$ cat src/rtl/bbsc_pkg.sv
// Constants for the buck3 / boost / reference / backup register slice.
// Assumes an 8-bit register port fed by the control-interface decoder.
package bbsc_pkg;
  localparam logic [7:0] ADDR_B3_NORMAL = 8'h4a;
  localparam logic [7:0] ADDR_B3_STANDBY = 8'h4b;
  localparam logic [7:0] ADDR_B3_SLEEP = 8'h4c;
  localparam logic [7:0] ADDR_B3_MODE = 8'h4d;
  localparam logic [7:0] ADDR_B3_CONF = 8'h4e;
  localparam logic [7:0] ADDR_BOOST = 8'h66;
  localparam logic [7:0] ADDR_REF_OUT = 8'h6a;
  localparam logic [7:0] ADDR_BACKUP = 8'h6b;
  localparam logic [7:0] MASK_VOLT = 8'h1f;
  localparam logic [7:0] MASK_MODE = 8'h2f;
  localparam logic [7:0] MASK_CONF = 8'h7d;
  localparam logic [7:0] MASK_BOOST = 8'h6f;
  localparam logic [7:0] MASK_REF_OUT = 8'h01;
  localparam logic [7:0] MASK_BACKUP = 8'h07;
  localparam logic [7:0] RST_REG = 8'h00;
  localparam logic [7:0] RST_REF_OUT = 8'h00;
  localparam int B3_OMODE_BIT = 5;
  localparam int B3_SPEED_BIT = 6;
  localparam int B3_ILIM_BIT = 0;
  localparam int REF_OUT_EN_BIT = 0;
  localparam logic [1:0] BOOST_OFF = 2'h0;
  localparam logic [1:0] BOOST_PFREQ = 2'h1;
  localparam logic [1:0] BOOST_AUTO = 2'h2;
  localparam logic [1:0] BOOST_PSKIP = 2'h3;
  localparam int CLK_PERIOD_NS = 8;
  localparam int STEP_FAST_NS = 2000;
  localparam int STEP_SLOW_NS = 4000;
  localparam logic [9:0] STEP_FAST_CYC =
    10'((STEP_FAST_NS + CLK_PERIOD_NS - 1) / CLK_PERIOD_NS);
  localparam logic [9:0] STEP_SLOW_CYC =
    10'((STEP_SLOW_NS + CLK_PERIOD_NS - 1) / CLK_PERIOD_NS);
  localparam logic [9:0] CNT_ZERO = 10'h000;
  localparam logic [9:0] CNT_ONE = 10'h001;
  typedef enum logic {
    ST_IDLE = 1'b0,
    ST_STEP = 1'b1
  } bbsc_step_state_e;
endpackage : bbsc_pkg

$ cat src/rtl/bbsc_step_if.sv
// Link between the register bank and the buck3 voltage stepper.
// Assumes both ends share one clock.
`timescale 1ns/1ps
`default_nettype none
interface bbsc_step_if;
  logic [4:0] target;
  logic slow;
  logic preset;
  logic [4:0] current;
  logic busy;
  modport ctrl (output target, output slow, output preset,
                input current, input busy);
  modport step (input target, input slow, input preset,
                output current, output busy);
endinterface : bbsc_step_if
`default_nettype wire

$ cat src/rtl/bbsc_regs.sv
// Register bank for buck3, boost, reference output and backup supply.
// Assumes a decoded 8-bit register port; OTP words steady at reset.
//
// Behaviour
// - Every register is readable at any time and writable, no lockout, save OTP-loaded ones at the first edge after release.
// - OTP-dependent fields reset from OTP content, not fixed constants.
// - Buck3 normal voltage code lives in bits 4:0.
// - Buck3 standby voltage code lives in bits 4:0 of its register.
// - Buck3 sleep voltage code lives in bits 4:0 of its register.
// - Mode bit 5 picks off or sleep after turn-off.
// - Buck3 switching mode selector is mode bits 3:0.
// - Voltage steps 25 mV each 2 us, or 4 us when speed set.
// - Buck3 phase clock select is configuration bits 5:4.
// - Buck3 frequency select is configuration bits 3:2.
// - Configuration bit 0 picks 2.75 A or 2.0 A current limit.
// - Boost standby mode bits 6:5: off, pulse-freq, auto, pulse-skip.
// - Boost normal mode bits 3:2 with the same encoding.
// - Boost voltage bits 1:0, 5.000 V to 5.150 V.
// - Auto mode picks light-load or pulse-skip by load current.
// - Regulator enabled by power-up sequence starts in auto mode.
// - Boost register at 0x66, bits 7 and 4 read zero.
// - Reference output enabled while control bit 0 is one.
// - Backup supply voltage code is bits 2:0.
`timescale 1ns/1ps
`default_nettype none
module bbsc_regs (
  input wire logic i_sys_clk,
  input wire logic i_reset_n,
  input wire logic i_reg_wr,
  input wire logic i_reg_rd,
  input wire logic [7:0] i_reg_addr,
  input wire logic [7:0] i_reg_wdata,
  input wire logic [7:0] i_otp_buck3_normal,
  input wire logic [7:0] i_otp_buck3_standby,
  input wire logic [7:0] i_otp_buck3_sleep,
  input wire logic [7:0] i_otp_buck3_mode,
  input wire logic [7:0] i_otp_buck3_conf,
  input wire logic [7:0] i_otp_boost,
  input wire logic [7:0] i_otp_backup,
  input wire logic i_standby,
  input wire logic i_sleep,
  input wire logic i_boost_light_load,
  input wire logic i_boost_seq_start,
  output logic [7:0] o_reg_rdata,
  output logic o_reg_rvalid,
  output logic [4:0] o_buck3_voltage_code,
  output logic o_buck3_step_busy,
  output logic [3:0] o_buck3_switching_mode_field,
  output logic o_buck3_turnoff_mode_select,
  output logic [1:0] o_buck3_phase_clock_select,
  output logic [1:0] o_buck3_frequency_select,
  output logic o_buck3_current_limit_select,
  output logic [1:0] o_boost_mode_active,
  output logic [1:0] o_boost_output_voltage_code,
  output logic o_reference_output_enable,
  output logic [2:0] o_backup_supply_voltage_code
);
  logic [7:0] b3_normal_reg;
  logic [7:0] b3_standby_reg;
  logic [7:0] b3_sleep_reg;
  logic [7:0] b3_mode_reg;
  logic [7:0] b3_conf_reg;
  logic [7:0] boost_reg;
  logic [7:0] ref_out_reg;
  logic [7:0] backup_reg;
  logic otp_load_reg;
  logic preset_reg;
  logic boost_auto_start;
  bbsc_step_if step_bus ();

  // Next value: OTP load, then host write, else hold
  function automatic logic [7:0] upd(input logic load, input logic [7:0] otp,
                                     input logic wr, input logic [7:0] cur,
                                     input logic [7:0] wd, input logic [7:0] mask);
    logic [7:0] v;
    v = cur;
    if (load) begin
      v = otp & mask;
    end else if (wr) begin
      v = wd & mask;
    end
    return v;
  endfunction : upd

  // No lockout: a write is taken whatever the supply state
  wire wr_normal = i_reg_wr && (i_reg_addr == bbsc_pkg::ADDR_B3_NORMAL);
  wire wr_standby = i_reg_wr && (i_reg_addr == bbsc_pkg::ADDR_B3_STANDBY);
  wire wr_sleep = i_reg_wr && (i_reg_addr == bbsc_pkg::ADDR_B3_SLEEP);
  wire wr_mode = i_reg_wr && (i_reg_addr == bbsc_pkg::ADDR_B3_MODE);
  wire wr_conf = i_reg_wr && (i_reg_addr == bbsc_pkg::ADDR_B3_CONF);
  wire wr_boost = i_reg_wr && (i_reg_addr == bbsc_pkg::ADDR_BOOST);
  wire wr_ref_out = i_reg_wr && (i_reg_addr == bbsc_pkg::ADDR_REF_OUT);
  wire wr_backup = i_reg_wr && (i_reg_addr == bbsc_pkg::ADDR_BACKUP);

  // OTP words replace the reset value at the first edge after release
  wire [7:0] b3_normal_next = upd(otp_load_reg, i_otp_buck3_normal, wr_normal,
    b3_normal_reg, i_reg_wdata, bbsc_pkg::MASK_VOLT);
  wire [7:0] b3_standby_next = upd(otp_load_reg, i_otp_buck3_standby, wr_standby,
    b3_standby_reg, i_reg_wdata, bbsc_pkg::MASK_VOLT);
  wire [7:0] b3_sleep_next = upd(otp_load_reg, i_otp_buck3_sleep, wr_sleep,
    b3_sleep_reg, i_reg_wdata, bbsc_pkg::MASK_VOLT);
  wire [7:0] b3_mode_next = upd(otp_load_reg, i_otp_buck3_mode, wr_mode,
    b3_mode_reg, i_reg_wdata, bbsc_pkg::MASK_MODE);
  wire [7:0] b3_conf_next = upd(otp_load_reg, i_otp_buck3_conf, wr_conf,
    b3_conf_reg, i_reg_wdata, bbsc_pkg::MASK_CONF);
  wire [7:0] boost_next = upd(otp_load_reg, i_otp_boost, wr_boost,
    boost_reg, i_reg_wdata, bbsc_pkg::MASK_BOOST);
  // Reference control has no OTP default, so it keeps its constant
  wire [7:0] ref_out_next = upd(1'b0, bbsc_pkg::RST_REF_OUT, wr_ref_out,
    ref_out_reg, i_reg_wdata, bbsc_pkg::MASK_REF_OUT);
  wire [7:0] backup_next = upd(otp_load_reg, i_otp_backup, wr_backup,
    backup_reg, i_reg_wdata, bbsc_pkg::MASK_BACKUP);

  // Unmapped addresses read as zero
  wire [7:0] rd_mux =
    (i_reg_addr == bbsc_pkg::ADDR_B3_NORMAL) ? b3_normal_reg :
    (i_reg_addr == bbsc_pkg::ADDR_B3_STANDBY) ? b3_standby_reg :
    (i_reg_addr == bbsc_pkg::ADDR_B3_SLEEP) ? b3_sleep_reg :
    (i_reg_addr == bbsc_pkg::ADDR_B3_MODE) ? b3_mode_reg :
    (i_reg_addr == bbsc_pkg::ADDR_B3_CONF) ? b3_conf_reg :
    (i_reg_addr == bbsc_pkg::ADDR_BOOST) ? boost_reg :
    (i_reg_addr == bbsc_pkg::ADDR_REF_OUT) ? ref_out_reg :
    (i_reg_addr == bbsc_pkg::ADDR_BACKUP) ? backup_reg : 8'h00;
  wire [7:0] rdata_next = i_reg_rd ? rd_mux : o_reg_rdata;

  // Sleep takes priority over standby for the active target
  wire [4:0] b3_target = i_sleep ? b3_sleep_reg[4:0] :
    i_standby ? b3_standby_reg[4:0] : b3_normal_reg[4:0];
  wire [1:0] boost_sel = i_standby ? boost_reg[6:5] : boost_reg[3:2];

  always_ff @(posedge i_sys_clk or negedge i_reset_n) begin
    if (!i_reset_n) begin
      b3_normal_reg <= bbsc_pkg::RST_REG;
      b3_standby_reg <= bbsc_pkg::RST_REG;
      b3_sleep_reg <= bbsc_pkg::RST_REG;
      b3_mode_reg <= bbsc_pkg::RST_REG;
      b3_conf_reg <= bbsc_pkg::RST_REG;
      boost_reg <= bbsc_pkg::RST_REG;
      ref_out_reg <= bbsc_pkg::RST_REF_OUT;
      backup_reg <= bbsc_pkg::RST_REG;
    end else begin
      b3_normal_reg <= b3_normal_next;
      b3_standby_reg <= b3_standby_next;
      b3_sleep_reg <= b3_sleep_next;
      b3_mode_reg <= b3_mode_next;
      b3_conf_reg <= b3_conf_next;
      boost_reg <= boost_next;
      ref_out_reg <= ref_out_next;
      backup_reg <= backup_next;
    end
  end

  always_ff @(posedge i_sys_clk or negedge i_reset_n) begin
    if (!i_reset_n) begin
      otp_load_reg <= 1'b1;
      preset_reg <= 1'b0;
      o_reg_rdata <= 8'h00;
      o_reg_rvalid <= 1'b0;
    end else begin
      otp_load_reg <= 1'b0;
      preset_reg <= otp_load_reg;
      o_reg_rdata <= rdata_next;
      o_reg_rvalid <= i_reg_rd;
    end
  end

  // Stepper jumps straight to the OTP code once, then ramps
  assign step_bus.target = b3_target;
  assign step_bus.slow = b3_conf_reg[bbsc_pkg::B3_SPEED_BIT];
  assign step_bus.preset = preset_reg;

  bbsc_dvs_stepper u_stepper (
    .i_sys_clk(i_sys_clk),
    .i_reset_n(i_reset_n),
    .s(step_bus.step)
  );

  bbsc_boost_mode u_boost_mode (
    .i_sys_clk(i_sys_clk),
    .i_reset_n(i_reset_n),
    .i_mode_sel(boost_sel),
    .i_light_load(i_boost_light_load),
    .i_seq_start(i_boost_seq_start),
    .i_mode_written(wr_boost),
    .o_mode_active(o_boost_mode_active),
    .o_auto_start(boost_auto_start)
  );

  assign o_buck3_voltage_code = step_bus.current;
  assign o_buck3_step_busy = step_bus.busy;
  assign o_buck3_switching_mode_field = b3_mode_reg[3:0];
  assign o_buck3_turnoff_mode_select = b3_mode_reg[bbsc_pkg::B3_OMODE_BIT];
  assign o_buck3_phase_clock_select = b3_conf_reg[5:4];
  assign o_buck3_frequency_select = b3_conf_reg[3:2];
  assign o_buck3_current_limit_select = b3_conf_reg[bbsc_pkg::B3_ILIM_BIT];
  assign o_boost_output_voltage_code = boost_reg[1:0];
  assign o_reference_output_enable = ref_out_reg[bbsc_pkg::REF_OUT_EN_BIT];
  assign o_backup_supply_voltage_code = backup_reg[2:0];

  // Checking helpers: cycles since the code moved, restarted while idle
  logic [9:0] gap_reg;
  logic [4:0] cur_d_reg;
  always_ff @(posedge i_sys_clk or negedge i_reset_n) begin
    if (!i_reset_n) begin
      gap_reg <= 10'h000;
      cur_d_reg <= 5'h00;
    end else begin
      cur_d_reg <= step_bus.current;
      gap_reg <= (step_bus.current != cur_d_reg || !step_bus.busy) ? 10'h001 :
        gap_reg + 10'h001;
    end
  end
endmodule : bbsc_regs
`default_nettype wire

$ cat src/rtl/bbsc_dvs_stepper.sv
// Buck3 voltage stepper: walks the code one step per period to target.
// Assumes target is steady for a period at a time.
`timescale 1ns/1ps
`default_nettype none
module bbsc_dvs_stepper (
  input wire logic i_sys_clk,
  input wire logic i_reset_n,
  bbsc_step_if.step s
);
  bbsc_pkg::bbsc_step_state_e state_reg;
  logic [9:0] cnt_reg;
  logic [4:0] cur_reg;
  wire [9:0] period = s.slow ? bbsc_pkg::STEP_SLOW_CYC : bbsc_pkg::STEP_FAST_CYC;
  wire differ = (cur_reg != s.target);
  wire up = (s.target > cur_reg);
  wire [4:0] stepped = up ? cur_reg + 5'h01 : cur_reg - 5'h01;
  always_ff @(posedge i_sys_clk or negedge i_reset_n) begin
    if (!i_reset_n) begin
      state_reg <= bbsc_pkg::ST_IDLE;
      cnt_reg <= bbsc_pkg::CNT_ZERO;
      cur_reg <= 5'h00;
    end else if (s.preset) begin
      state_reg <= bbsc_pkg::ST_IDLE;
      cnt_reg <= bbsc_pkg::CNT_ZERO;
      cur_reg <= s.target;
    end else begin
      case (state_reg)
        bbsc_pkg::ST_IDLE: begin
          if (differ) begin
            state_reg <= bbsc_pkg::ST_STEP;
            cnt_reg <= bbsc_pkg::CNT_ONE;
          end
        end
        bbsc_pkg::ST_STEP: begin
          if (!differ) begin
            state_reg <= bbsc_pkg::ST_IDLE;
            cnt_reg <= bbsc_pkg::CNT_ZERO;
          end else if (cnt_reg >= period) begin
            // One code step per period, 25 mV each
            cur_reg <= stepped;
            cnt_reg <= bbsc_pkg::CNT_ONE;
          end else begin
            cnt_reg <= cnt_reg + bbsc_pkg::CNT_ONE;
          end
        end
        default: begin
          state_reg <= bbsc_pkg::ST_IDLE;
        end
      endcase
    end
  end
  assign s.current = cur_reg;
  assign s.busy = (state_reg == bbsc_pkg::ST_STEP);
endmodule : bbsc_dvs_stepper
`default_nettype wire

$ cat src/rtl/bbsc_boost_mode.sv
// Boost switching-mode resolver: auto picks light-load or pulse-skip.
// Assumes the load hint is already synchronous.
`timescale 1ns/1ps
`default_nettype none
module bbsc_boost_mode (
  input wire logic i_sys_clk,
  input wire logic i_reset_n,
  input wire logic [1:0] i_mode_sel,
  input wire logic i_light_load,
  input wire logic i_seq_start,
  input wire logic i_mode_written,
  output logic [1:0] o_mode_active,
  output logic o_auto_start
);
  // Sequencer start wins over a simultaneous host write
  wire start_next = i_seq_start | (o_auto_start & ~i_mode_written);
  wire [1:0] sel_eff = o_auto_start ? bbsc_pkg::BOOST_AUTO : i_mode_sel;
  wire [1:0] auto_pick = i_light_load ? bbsc_pkg::BOOST_PFREQ : bbsc_pkg::BOOST_PSKIP;
  wire [1:0] mode_next = (sel_eff == bbsc_pkg::BOOST_AUTO) ? auto_pick : sel_eff;
  always_ff @(posedge i_sys_clk or negedge i_reset_n) begin
    if (!i_reset_n) begin
      o_mode_active <= bbsc_pkg::BOOST_OFF;
      o_auto_start <= 1'b0;
    end else begin
      o_mode_active <= mode_next;
      o_auto_start <= start_next;
    end
  end
endmodule : bbsc_boost_mode
`default_nettype wire

$ cat config.mk
export PLATFORM = sky130hd
export DESIGN_NAME = bbsc_regs
export DESIGN_NICKNAME = d
export VERILOG_FILES = /design/src/rtl/bbsc_pkg.sv /design/src/rtl/bbsc_step_if.sv /design/src/rtl/bbsc_regs.sv /design/src/rtl/bbsc_dvs_stepper.sv /design/src/rtl/bbsc_boost_mode.sv
export SDC_FILE = /design/constraint.sdc
export NUM_CORES = 1
export LEC_CHECK = 0
export ABC_CLOCK_PERIOD_IN_PS = 4500
export BUFFER_PORTS_ARGS = -buffer_cell sky130_fd_sc_hd__buf_2
export CORE_UTILIZATION = 40
export CTS_CLUSTER_DIAMETER = 100
export DETAILED_ROUTE_END_ITERATION = 10
export PLACE_DENSITY = 0.69
export RECOVER_POWER = 100
export SYNTH_ARGS = -nofsm -noshare
export SYNTH_HDL_FRONTEND = slang
export SYNTH_HIERARCHICAL = 1
export SYNTH_SLANG_ARGS = --single-unit
export TNS_END_PERCENT = 10
$ cat constraint.sdc
create_clock -name i_sys_clk -period 4.5 [get_ports i_sys_clk]
set_input_delay 0.9 -clock i_sys_clk [delete_from_list [all_inputs] [get_ports i_sys_clk]]
set_output_delay 0.9 -clock i_sys_clk [all_outputs]
set_load 0.02 [all_outputs]
* Word level (Yosys, flattened, before mapping)
Index checks and enable logic that the tools add are counted.
** Cells by class
- Add/sub/neg operators :: 3
- Order comparisons :: 2
- Equality and inequality tests :: 11
- Mux-type cells :: 41
- Bitwise logic cells :: 4
- Reductions and logical operators :: 19
** Operator list (number)
- $mux 8 :: 22
- $eq 8x7->1 const B :: 8
- $mux 10 :: 4
- $mux 5 :: 7
- $pmux 10 s2 :: 1
- $reduce_bool 2->1 :: 10
- $add 10x1->10 const B :: 1
- $ge 10x10->1 :: 1
- $mux 9 :: 1
- $logic_and 1x1->1 :: 8
- $mux 2 :: 4
- $add 5x1->5 const B :: 1
- $gt 5x5->1 :: 1
- $ne 5x5->1 :: 1
- $sub 5x1->5 const B :: 1
- $ne 3x2->1 const B :: 1
- $reduce_and 3->1 :: 1
- $eq 2x2->1 const B :: 1
- $mux 1 :: 2
- $not 1->1 :: 2
- $and 1x1->1 :: 1
- $or 1x1->1 :: 1
** Storage, ports and cells
- Register bits :: 87
- Bits of input ports :: 80
- Word-level logic and storage cells :: 97

* Logic depth before layout (Yosys ltp)
Gate-level depths: netlist (run 1).
- Depth in word-level cells :: 9
- Mapped depth :: 17

* Cells and area by module
Netlist (run 1), hierarchy kept.
** Modules (own cells, without submodules)
- bbsc_regs :: instances 1, cells an instance 283, area an instance 2672.6 um2, sequential area each 1152.4 um2
- bbsc_dvs_stepper :: instances 1, cells an instance 127, area an instance 1218.7 um2, sequential area each 400.4 um2
- bbsc_boost_mode :: instances 1, cells an instance 9, area an instance 108.9 um2, sequential area each 75.1 um2

* Worst setup path before layout (run 1)
OpenSTA, ideal clock, no wires.
- Kind :: input to register
- Start :: input i_standby
- End :: register u_stepper.cur_reg[3] (netlist: u_stepper/s.current[3])
- Arrival :: 3.692 ns
- Required time :: 4.375 ns
- Slack :: 0.683 ns
- Stages :: 14
- Cell sequence :: clkbuf_1 -> mux2i_1 -> o21ai_0 -> ha_1 -> and3_1 -> a221o_1 -> a21oi_1 -> or2_2 -> ha_1 -> a21o_1 -> a21oi_1 -> xor2_1 -> mux2i_1 -> mux2_2
** Between the ends
- Cells in the longest elaborated chain, start to end :: 8
- Elaborated cells between the ends (all ways) :: 11
** RTL lines
- from (decl) :: line bbsc_regs.sv:40 : input wire logic i_standby,
- $mux 5 * :: line bbsc_regs.sv:128 : i_standby ? b3_standby_reg[4:0] : b3_normal_reg[4:0];
- $mux 5 * :: line bbsc_regs.sv:127 : wire [4:0] b3_target = i_sleep ? b3_sleep_reg[4:0] :
- via b3_target[3] :: line bbsc_regs.sv:127
- $gt 5x5->1 :: line bbsc_dvs_stepper.sv:15 : wire up = (s.target > cur_reg);
- $mux 5 :: line bbsc_dvs_stepper.sv:16 : wire [4:0] stepped = up ? cur_reg + 5'h01 : cur_reg - 5'h01;
- $mux 5 :: line bbsc_dvs_stepper.sv:38 : end else if (cnt_reg >= period) begin
- $mux 5 :: line bbsc_dvs_stepper.sv:35 : if (!differ) begin
- $mux 5 :: line bbsc_dvs_stepper.sv:27 : case (state_reg)
- $mux 5 :: line bbsc_dvs_stepper.sv:22 : end else if (s.preset) begin
- to (signal assigned) :: line bbsc_dvs_stepper.sv:25 : cur_reg <= s.target;
- to (signal assigned) :: line bbsc_dvs_stepper.sv:40 : cur_reg <= stepped;
- to (decl) :: line bbsc_dvs_stepper.sv:12 : logic [4:0] cur_reg;
Mark *: on every way through the listed nets, which the timed path passes. The rest lies on a longest branch. The select of a mux whose other input is x is not followed.
A chain may end at the register's enable or synchronous reset.

* Worst setup path in the final report (run 1)
- Start :: input i_standby
- End :: register u_stepper.cur_reg[2] (netlist: u_stepper/s.current[2])
Same word-level chain as after synthesis.

==> flow_metrics.tcl, run 1 <==
set metrics [dict create \
    status "complete, but fails checks" \
    violations "capacitance limit, slew limit" \
    num_vias 3380 \
    worst_clock_skew_ns 0.007512 \
    start_util 0.4111 \
    final-setup-viol-count 0 \
    required_ns 4.73 \
    final_area_um2 4561 \
    vdd_drop_max_uv 134.1 \
    rr_worst_depth 12 \
    synth_top_cell_by_area "dfrtp_1" \
    drive_above_1_share 0.1640 \
    crit_top_cell "mux2i_1" \
    postSynthAreaPerCell_um2 9.547 \
    hold_violations 0 \
    post_dp_cell_area_um2 4493 \
    numClockSinks 65 \
    routedWlPerCell_um 15.97 \
    drc 0 \
    routed_wl_mm 10.11 \
    hp-class "flop to flop" \
    setup_tns_ns 0 \
    synth-seq-cells 65 \
    worstSetupPathType "input pin to flop" \
    slew_headroom -0.2955 \
    synth_edf_count 0 \
    cp_cell_sequence "clkbuf_1 > mux2i_1 > o21ai_0 > ha_1 > and3_1 > a221o_1 > a21oi_1 > or2_2 > inv_1 > fa_1 > xor2_1 > mux2i_1 > mux2_2" \
    area_growth_pct 14.01 \
    critPathMaxFanout 7 \
    core_um2 9729 \
    postCtsHoldBufs 0 \
    die_w_um 102 \
    io_buffers 89 \
    seq_area_frac_synth 0.4069 \
    grt_remaining_overflow 0 \
    ant_nets 0 \
    ioPinCount 113 \
    critPathSlowestCell "clkbuf_1" \
    p_per_area_nw_per_um2 337.6 \
    crit_buf_inv 2 \
    cp-start-kind "input pin" \
    cts_buffers 9 \
    first_global_vias 3312 \
    die_h_um 102 \
    endpoint_kind "flop" \
    gp_congestion 0.8864 \
    diodes 0 \
    num-nets-final 590 \
    num_rows 36 \
    cts_setup_buffers 0 \
    post-route-period-util 0.9005 \
    cts_tree "built" \
    final_common_cell "dfrtp_1" \
    min_path_cells 2 \
    cts.clk_slew.worst_paths_ns 0.07 \
    viasPerCell 5.340 \
    p_leak_nw 2.158 \
    largest_register_ffs 10 \
    cts_buffer_depth 2 \
    synth_cell_type_count 64 \
    power_w 0.001540 \
    critPathTopFamily "compound AO/OA/AOI/OAI gates" \
    synth_warnings 6 \
    rsz0062_at_grt "false" \
    fillers 995 \
    slowest_delay_ns 0.45 \
    final_cell_mix "64 x dfrtp_1, 57 x nand2_1, 52 x buf_2" \
    grt_usage 0.2042 \
    cp.depth 13 \
    htree_levels 3 \
    cts-resized-gates 0 \
    fmax_ghz 0.2468 \
    dr.pass1.iters 6 \
    cts_root_buf "clkbuf_8" \
    worstPathArrival_ns 4.28 \
    ys_top_cells_by_area "dfrtp_1 40%, mux2i_1 11%, nand2_1 5.3%" \
    synthCells 419 \
    ys.flop_type "dfrtp_1" \
    antenna_found_initial 0 \
    drt_iter0_drc 209 \
    cap_violations 3 \
    slew_viol_final 111 \
    dieArea_um2 10400 \
    worst_slew_pin_slew_ns 1.943 \
    synth_area_um2 4000 \
    min_period_ns 4.052 \
    synth_top_cell_area_share 0.4004 \
    hpwlAfterDp_mm 7.583 \
    clock_latency_ns 0.35 \
    grt_pass1_wl_mm 16.24 \
    synthArstFlopShare 1.000 \
    grt_max_degree 43 \
]
[path summary, 6_finish.rpt]
kind | start | to | slack, ns
worst min-delay path | o_reg_rdata[1]$_DFFE_PN0P_ | o_reg_rdata[1]$_DFFE_PN0P_ | 0.52
max in group asynchronous | i_reset_n | u_boost_mode/o_mode_active[0]$_DFF_PN0_ | 1.00
worst max-delay path | i_standby | u_stepper/s.current[2]$_DFFE_PN0P_ | 0.45
min in group asynchronous | i_reset_n | o_reg_rdata[4]$_DFFE_PN0P_ | 0.96
worst max register to register | b3_normal_reg[3]$_DFFE_PN0P_ | u_stepper/s.current[2]$_DFFE_PN0P_ | 1.12
worst min register to register | o_reg_rdata[1]$_DFFE_PN0P_ | o_reg_rdata[1]$_DFFE_PN0P_ | 0.52
[Yosys cell counts (2+ instances only)]
master / number
xnor2_1: 2
xor2_1: 2
mux2i_1: 42
and3_1: 2
nor3b_1: 2
a21oi_1: 12
or3_1: 3
nand2b_1: 9
o21ai_1: 10
o21ai_0: 35
o22ai_1: 4
nor4_1: 3
nor2_1: 18
a21o_1: 12
nand3_1: 5
nand2_2: 2
nor2b_1: 4
a211o_1: 4
a221oi_1: 2
inv_1: 23
ha_1: 13
nand2_1: 56
dfrtp_1: 64
clkbuf_1: 9
a22o_1: 5
buf_2: 2
buf_1: 6
nor3_1: 9
a32oi_1: 2
mux2_2: 8
nor3_4: 5
buf_4: 8
a31oi_1: 4
o211ai_1: 2
[per-stage QoR]
step                setup WS [ns]    util  hold WS, ns  std cells
detailed placement         0.4539  0.4618       0.5143        618
CTS                        0.7866  0.4805       0.5297        633
floorplan                  0.6833       -       0.4078        420
global placement           0.5204  0.4618       0.4913        618
global route               0.2863  0.4688       0.5379        633
finish                     0.4477  0.4688       0.5245        633
[cell type report]
type,instances,area (µm²),share of cell area
Clock buffer,13,168.9,0.03704
Sequential cell,65,1628,0.3569
Timing Repair Buffer,91,406.6,0.08916
Clock inverter,2,12.51,0.002743
Tap cell,133,166.4,0.03649
Inverter,23,86.33,0.01893
Multi-Input combinational cell,306,2092,0.4587
[layer usage]
layer / global-route usage / vias to the layer above / part of all wire
li1: - / 1634 / -
met1: 0.2899 / 1641 / 0.48
met2: 0.3180 / 94 / 0.46
met3: 0.02394 / 11 / 0.046
met4: 0.08132 / 0 / 0.017
met5: 0 / - / 0
[worst reg2reg max path, delay by kind of cell, from the launching register on]
kind | cells | cell delay [ns]
AO/OA/AOI/OAI | 3 | 0.94
adder cells (fa/ha/maj) | 2 | 0.72
multiplexers | 3 | 0.47
flip-flops | 1 | 0.40
AND/OR/NAND/NOR | 2 | 0.40
XOR/XNOR | 1 | 0.27
buffers and inverters | 1 | 0.06
[power breakdown]
part | switching (W) | internal [W]
Sequential | 0.0000533 | 0.000632
Clock | 0.000223 | 0.000242
Combinational | 0.000233 | 0.000156
Total | 0.000510 | 0.00103
[cell families (layout without fill, tap and decap cells)]
| logic type | count (synthesis) | after routing | share of synthesized area |
|---|---|---|---|
| AO/OA/AOI/OAI | 105 | 105 | 0.1730 |
| XOR/XNOR | 4 | 4 | 0.008760 |
| adder cells (fa/ha/maj) | 14 | 14 | 0.04567 |
| buffers and inverters | 49 | 129 | 0.05599 |
| flip-flops | 65 | 65 | 0.4069 |
| multiplexers | 50 | 50 | 0.1276 |
| other | 1 | 2 | 0.0009375 |
| AND/OR/NAND/NOR | 131 | 131 | 0.1811 |
Note: power is estimated with default switching activity, not from simulation.
==> run 2, diff against run 1 <==
- CTS_BUF_LIST: not set -> sky130_fd_sc_hd__clkbuf_4
==> run 2 against run 1 <==
Against the previous run:
- the flow still finishes with violations (capacitance limit, slew limit)
- setup slack gained 0.030 ns
- clock power shrank 31%
- first-iteration DRC count shrank 22%
- non-clock buffer count is the same
- core utilization shrank 0.85 points
- final area shrank 1.8%
- register-to-register slack lost 0.04 ns
- hold slack gained 0.0054 ns
==> flow_metrics.tcl, run 2 (same netlist as run 1, synthesis figures left out) <==
set metrics [dict create \
    status "complete, but fails checks" \
    violations "capacitance limit, slew limit" \
    diodes 0 \
    grt_pass1_wl_mm 16.24 \
    wl_met2_mm 4.617 \
    drt_iter0_drc 162 \
    num_vias 3368 \
    gp_congestion 0.8864 \
    p_per_area_nw_per_um2 311.1 \
    setup_tns_ns 0 \
    largest_register_ffs 10 \
    drive_above_1_share 0.1600 \
    hpwlAfterDp_mm 7.583 \
    cap_violations 3 \
    grt_remaining_overflow 0 \
    antenna_found_initial 0 \
    dieArea_um2 10400 \
    cts_buffer_depth 2 \
    slew_viol_final 110 \
    cp_cell_sequence "clkbuf_1 > mux2i_1 > o21ai_0 > ha_1 > and3_1 > a221o_1 > a21oi_1 > or2_2 > inv_1 > fa_1 > xor2_1 > mux2i_1 > mux2_2" \
    cts_buffers 9 \
    cts_setup_buffers 0 \
    crit_top_cell "mux2i_1" \
    start_util 0.4111 \
    postCtsHoldBufs 0 \
    required_ns 4.81 \
    num_rows 36 \
    ant_nets 0 \
    hold_violations 0 \
    cts_root_buf "clkbuf_4" \
    critPathMaxFanout 7 \
    numClockSinks 65 \
    routedWlPerCell_um 15.81 \
    die_h_um 102 \
    final_cell_mix "64 x dfrtp_1, 57 x nand2_1, 52 x buf_2" \
    cp-start-kind "input pin" \
    reg2reg_slack_ns 1.08 \
    area_growth_pct 11.95 \
    slew_headroom -0.2785 \
    routed_wl_mm 10.01 \
    hold_slack_ns 0.5299 \
    dr_wl_met3_um 539 \
    post-route-period-util 0.8938 \
    cts-resized-gates 0 \
    hp-class "flop to flop" \
    layout_setup_ws_ns 0.4778 \
    worstPathArrival_ns 4.33 \
    worst_slew_pin_slew_ns 1.918 \
    fmax_ghz 0.2486 \
    utilization 0.4603 \
    io_buffers 89 \
    slowest_delay_ns 0.46 \
    final_common_cell "dfrtp_1" \
    cts_tree "built" \
    p_leak_nw 2.131 \
    core_um2 9729 \
    post-place-ws_ns 0.4539 \
    cts.clk_slew.worst_paths_ns 0.11 \
    die_w_um 102 \
    final-setup-viol-count 0 \
    viasPerCell 5.321 \
    num-nets-final 590 \
    min_period_ns 4.022 \
    endpoint_kind "flop" \
    clock_latency_ns 0.42 \
    drc 0 \
    dr.pass1.iters 4 \
    ioPinCount 113 \
    wl_met1_mm 4.651 \
    grt_usage 0.2046 \
    first_global_vias 3311 \
    worstSetupPathType "input pin to flop" \
    vdd_drop_max_uv 123.5 \
    top_layer "met4" \
    rsz0062_at_grt "false" \
    grt_max_degree 43 \
    critPathSlowestCell "clkbuf_1" \
    worst_clock_skew_ns 0.01346 \
    htree_levels 3 \
]
[run 2: power by group]
group | leakage (nW) | switching, W | internal [W]
Sequential | 0.803 | 0.0000530 | 0.000632
Combinational | 1.27 | 0.000231 | 0.000156
Clock | 0.0548 | 0.000211 | 0.000110
Total | 2.13 | 0.000495 | 0.000898
[run 2: final timing paths]
kind | from | endpoint | cells after the start
setup / recovery | i_standby | u_stepper/s.current[2]$_DFFE_PN0P_ | 13
hold / removal | o_reg_rdata[1]$_DFFE_PN0P_ | o_reg_rdata[1]$_DFFE_PN0P_ | 2
setup reg to reg | b3_normal_reg[3]$_DFFE_PN0P_ | u_stepper/s.current[2]$_DFFE_PN0P_ | 12
hold reg to reg | o_reg_rdata[1]$_DFFE_PN0P_ | o_reg_rdata[1]$_DFFE_PN0P_ | 2
max in group asynchronous | i_reset_n | b3_conf_reg[2]$_DFFE_PN0P_ | 2
min in group asynchronous | i_reset_n | o_reg_rdata[4]$_DFFE_PN0P_ | 1
[run 2: stage by stage]
stage | total power [W] | instance area (µm²) | instances
2_1_floorplan | 0.0009652 | 4004 | 420
4_1_cts | 0.001418 | 4592 | 633
3_5_place_dp | 0.001093 | 4493 | 618
3_3_place_gp | 0.001079 | 4493 | 618
6_report | 0.001393 | 4478 | 633
5_1_grt | 0.001478 | 4478 | 633
[run 2: critical path, delay by kind of cell]
| family | cells | cell delay (ns) |
|---|---|---|
| AND/OR/NAND/NOR | 2 | 0.40 |
| AO/OA/AOI/OAI | 3 | 0.95 |
| buffers and inverters | 2 | 0.52 |
| multiplexers | 3 | 0.57 |
| XOR/XNOR | 1 | 0.27 |
| adder cells (fa/ha/maj) | 2 | 0.72 |
[run 2: metal layers]
layer  vias up  global-route usage
li1       1638                   -
met1      1623              0.2894
met2        94              0.3170
met3        13             0.02394
met4         0             0.08791
met5         -                   0
[run 2: cell type report]
type,count,area [µm²]
clock inverters,5,23.77
repair buffers,91,406.6
well taps,133,166.4
clock buffers,10,75.07
inverters,23,86.33
flip-flops and latches,65,1628
fillers,1013,5251
multi-input cells,306,2092
==> run 3, diff against run 2 <==
- ABC_AREA: not set -> 1
- CORE_MARGIN: not set -> 2
- TNS_END_PERCENT: 10 -> 30
==> run 3 against run 2 <==
Against the previous run:
- the run still ends with capacitance limit, slew limit left
- wire length up 8.3%
- sequential power is 2% higher
- flip-flop and latch count unchanged
- clock power is 21% higher
- sequential share of layout area fell by 0.23 points
- largest power group unchanged
- highest routed layer unchanged
==> flow_metrics.tcl, run 3 <==
set metrics [dict create \
    dr_wl_met3_um 736 \
    wl_met2_mm 5.076 \
    fin_cells 730 \
    final_area_um2 4507 \
    drc 0 \
    numClockSinks 65 \
    yosysMostFrequentCell "nand2_1" \
    synth-seq-cells 65 \
    required_ns 4.82 \
    seq_area_frac_synth 0.4037 \
    critPathMaxFanout 14 \
    hold_violations 0 \
    p_int_w 0.001011 \
    ys.flop_type "dfrtp_1" \
    slowest_delay_ns 0.43 \
    worstSetupPathType "input pin to flop" \
    postCtsHoldBufs 0 \
    synth_cell_type_count 47 \
    area_growth_pct 11.76 \
    ioPinCount 113 \
    hp-class "flop to flop" \
    grt_remaining_overflow 0 \
    power_switching_w 0.0006322 \
    seqPwrFrac 0.427 \
    fillers 1022 \
    critPathSlowestCell "clkbuf_1" \
    fmax_ghz 0.2829 \
    final_cell_mix "102 x nand2_1, 67 x inv_1, 64 x dfrtp_1" \
    cp-start-kind "input pin" \
    num_vias 3759 \
    dieArea_um2 10900 \
    wl_met1_mm 4.891 \
    die_h_um 104.4 \
    synthArstFlopShare 1.000 \
    setup_tns_ns 0 \
    status "complete, but fails checks" \
    endpoint_kind "flop" \
    synth_top_cell_by_area "dfrtp_1" \
    vdd_drop_max_uv 164.8 \
    clkPwrFrac 0.238 \
    worstPathArrival_ns 3.85 \
    synth_warnings 6 \
    start_util 0.4126 \
    largest_register_ffs 10 \
    post-route-period-util 0.7855 \
    rsz0062_at_grt "false" \
    worst_clock_skew_ns 0.01495 \
    cp_cell_sequence "clkbuf_1 > nand2_1 > o211ai_1 > o21ai_0 > ha_1 > nand2_1 > nor2_1 > nand2_1 > nand2_1 > inv_1 > fa_1 > inv_1 > nand3_1 > nand3_1 > nand2_1 > inv_1 > nand2_1 > nand3_1 > nand2_1 > nand2_1 > nand2_1" \
    worst_slew_pin_slew_ns 2.336 \
    num-nets-final 686 \
    swShare 0.3847 \
    cts_buffers 9 \
    violations "capacitance limit, slew limit" \
    cap_violations 1 \
    p_per_area_nw_per_um2 364.6 \
    routed_wl_mm 10.84 \
    min_period_ns 3.535 \
    antenna_found_initial 1 \
    cts_tree "built" \
    cts_root_buf "clkbuf_4" \
    grt_max_degree 45 \
    htree_levels 3 \
    ant_nets 0 \
    final_common_cell "nand2_1" \
    synthCells 506 \
    num_rows 36 \
    postSynthAreaPerCell_um2 7.970 \
    p_leak_nw 2.225 \
    slew_viol_final 45 \
    yosys-top-cells-count "96 x nand2_1, 64 x dfrtp_1, 64 x inv_1" \
    placedCellCount 714 \
    gp_congestion 0.8950 \
    final-setup-viol-count 0 \
    cts_setup_buffers 0 \
    top_layer "met4" \
    dr.pass1.iters 5 \
    first_global_vias 3551 \
    synth_top_cell_area_share 0.3971 \
    grt_usage 0.2054 \
    p_comb_frac 0.335 \
    power_w 0.001643 \
    clock_latency_ns 0.43 \
    hold_slack_ns 0.4967 \
    cts-resized-gates 0 \
    die_w_um 104.4 \
    grt_pass1_wl_mm 17.73 \
    core_um2 9774 \
    slew_headroom -0.5576 \
    drive_above_1_share 0.1575 \
    ys_top_cells_by_area "dfrtp_1 40%, nand2_1 8.9%, inv_1 6.0%" \
    io_buffers 89 \
    diodes 0 \
    hpwlAfterDp_mm 8.351 \
    routedWlPerCell_um 14.85 \
    post_dp_cell_area_um2 4531 \
    cts.clk_slew.worst_paths_ns 0.10 \
    drt_iter0_drc 224 \
    crit_top_cell "nand2_1" \
    synth_area_um2 4033 \
    synth_edf_count 0 \
    viasPerCell 5.149 \
    cts_buffer_depth 2 \
]
-- run 3: path summary, 6_finish.rpt --
kind | cells after the start | startpoint | end | slack [ns]
hold reg to reg | 1 | o_reg_rdata[6]$_DFFE_PN0P_ | o_reg_rdata[6]$_DFFE_PN0P_ | 0.50
max in group asynchronous | 2 | i_reset_n | b3_normal_reg[1]$_DFFE_PN0P_ | 1.31
min in group asynchronous | 1 | i_reset_n | b3_conf_reg[0]$_DFFE_PN0P_ | 1.17
setup reg to reg | 21 | b3_standby_reg[4]$_DFFE_PN0P_ | u_stepper/s.current[4]$_DFFE_PN0P_ | 1.46
hold / removal | 1 | o_reg_rdata[6]$_DFFE_PN0P_ | o_reg_rdata[6]$_DFFE_PN0P_ | 0.50
setup / recovery | 21 | i_standby | u_stepper/s.current[4]$_DFFE_PN0P_ | 0.97
-- run 3: critical path, delay by kind of cell --
family,cells,cell delay (ns)
buffers and inverters,4,0.62
AOI/OAI and AO/OA,2,0.30
and+or+nand+nor,13,1.23
adders and majority gates,2,0.76
-- run 3: cells by family (layout without fill, tap and decap cells) --
| kind of cell | Yosys count | after routing | synth area share |
|---|---|---|---|
| buf+inv | 90 | 180 | 0.1049 |
| simple gates | 207 | 207 | 0.2451 |
| xor+xnor | 7 | 7 | 0.01520 |
| compound gates | 122 | 122 | 0.1849 |
| flops | 65 | 65 | 0.4037 |
| fa+ha+maj | 14 | 14 | 0.04530 |
| other cells | 1 | 2 | 0.0009299 |
-- run 3: final cells by class --
cell class	count	area [µm²]	share of cell area
Tap cell	133	166.4	0.03692
Clock buffer	10	75.07	0.01666
Timing Repair Buffer	91	409.1	0.09078
Multi-Input combinational cell	352	1879	0.4170
Clock inverter	6	58.81	0.01305
Inverter	73	290.3	0.06441
Sequential cell	65	1628	0.3612
-- run 3: metal layers --
metal,GRT usage,vias to the layer above
met5,0,-
met4,0.06371,0
met3,0.05388,11
met2,0.3305,142
met1,0.2702,1755
li1,-,1851
-- run 3: per-stage QoR --
step / utilization / setup WS, ns
2_1_floorplan: - / 1.275
3_3_place_gp: 0.4635 / 0.8868
3_5_place_dp: 0.4635 / 0.8103
4_1_cts: 0.4772 / 1.268
5_1_grt: 0.4611 / 0.6388
6_report: 0.4611 / 0.9651
-- run 3: power by group through the flow --
stage	Clock (W)	Combinational [W]	Sequential, W
5_1_grt	0.000441	0.000628	0.000713
2_1_floorplan	0	0.000377	0.000735
3_5_place_dp	0	0.000567	0.000713
6_report	0.000391	0.000550	0.000702
3_3_place_gp	0	0.000539	0.000710
4_1_cts	0.000404	0.000570	0.000701
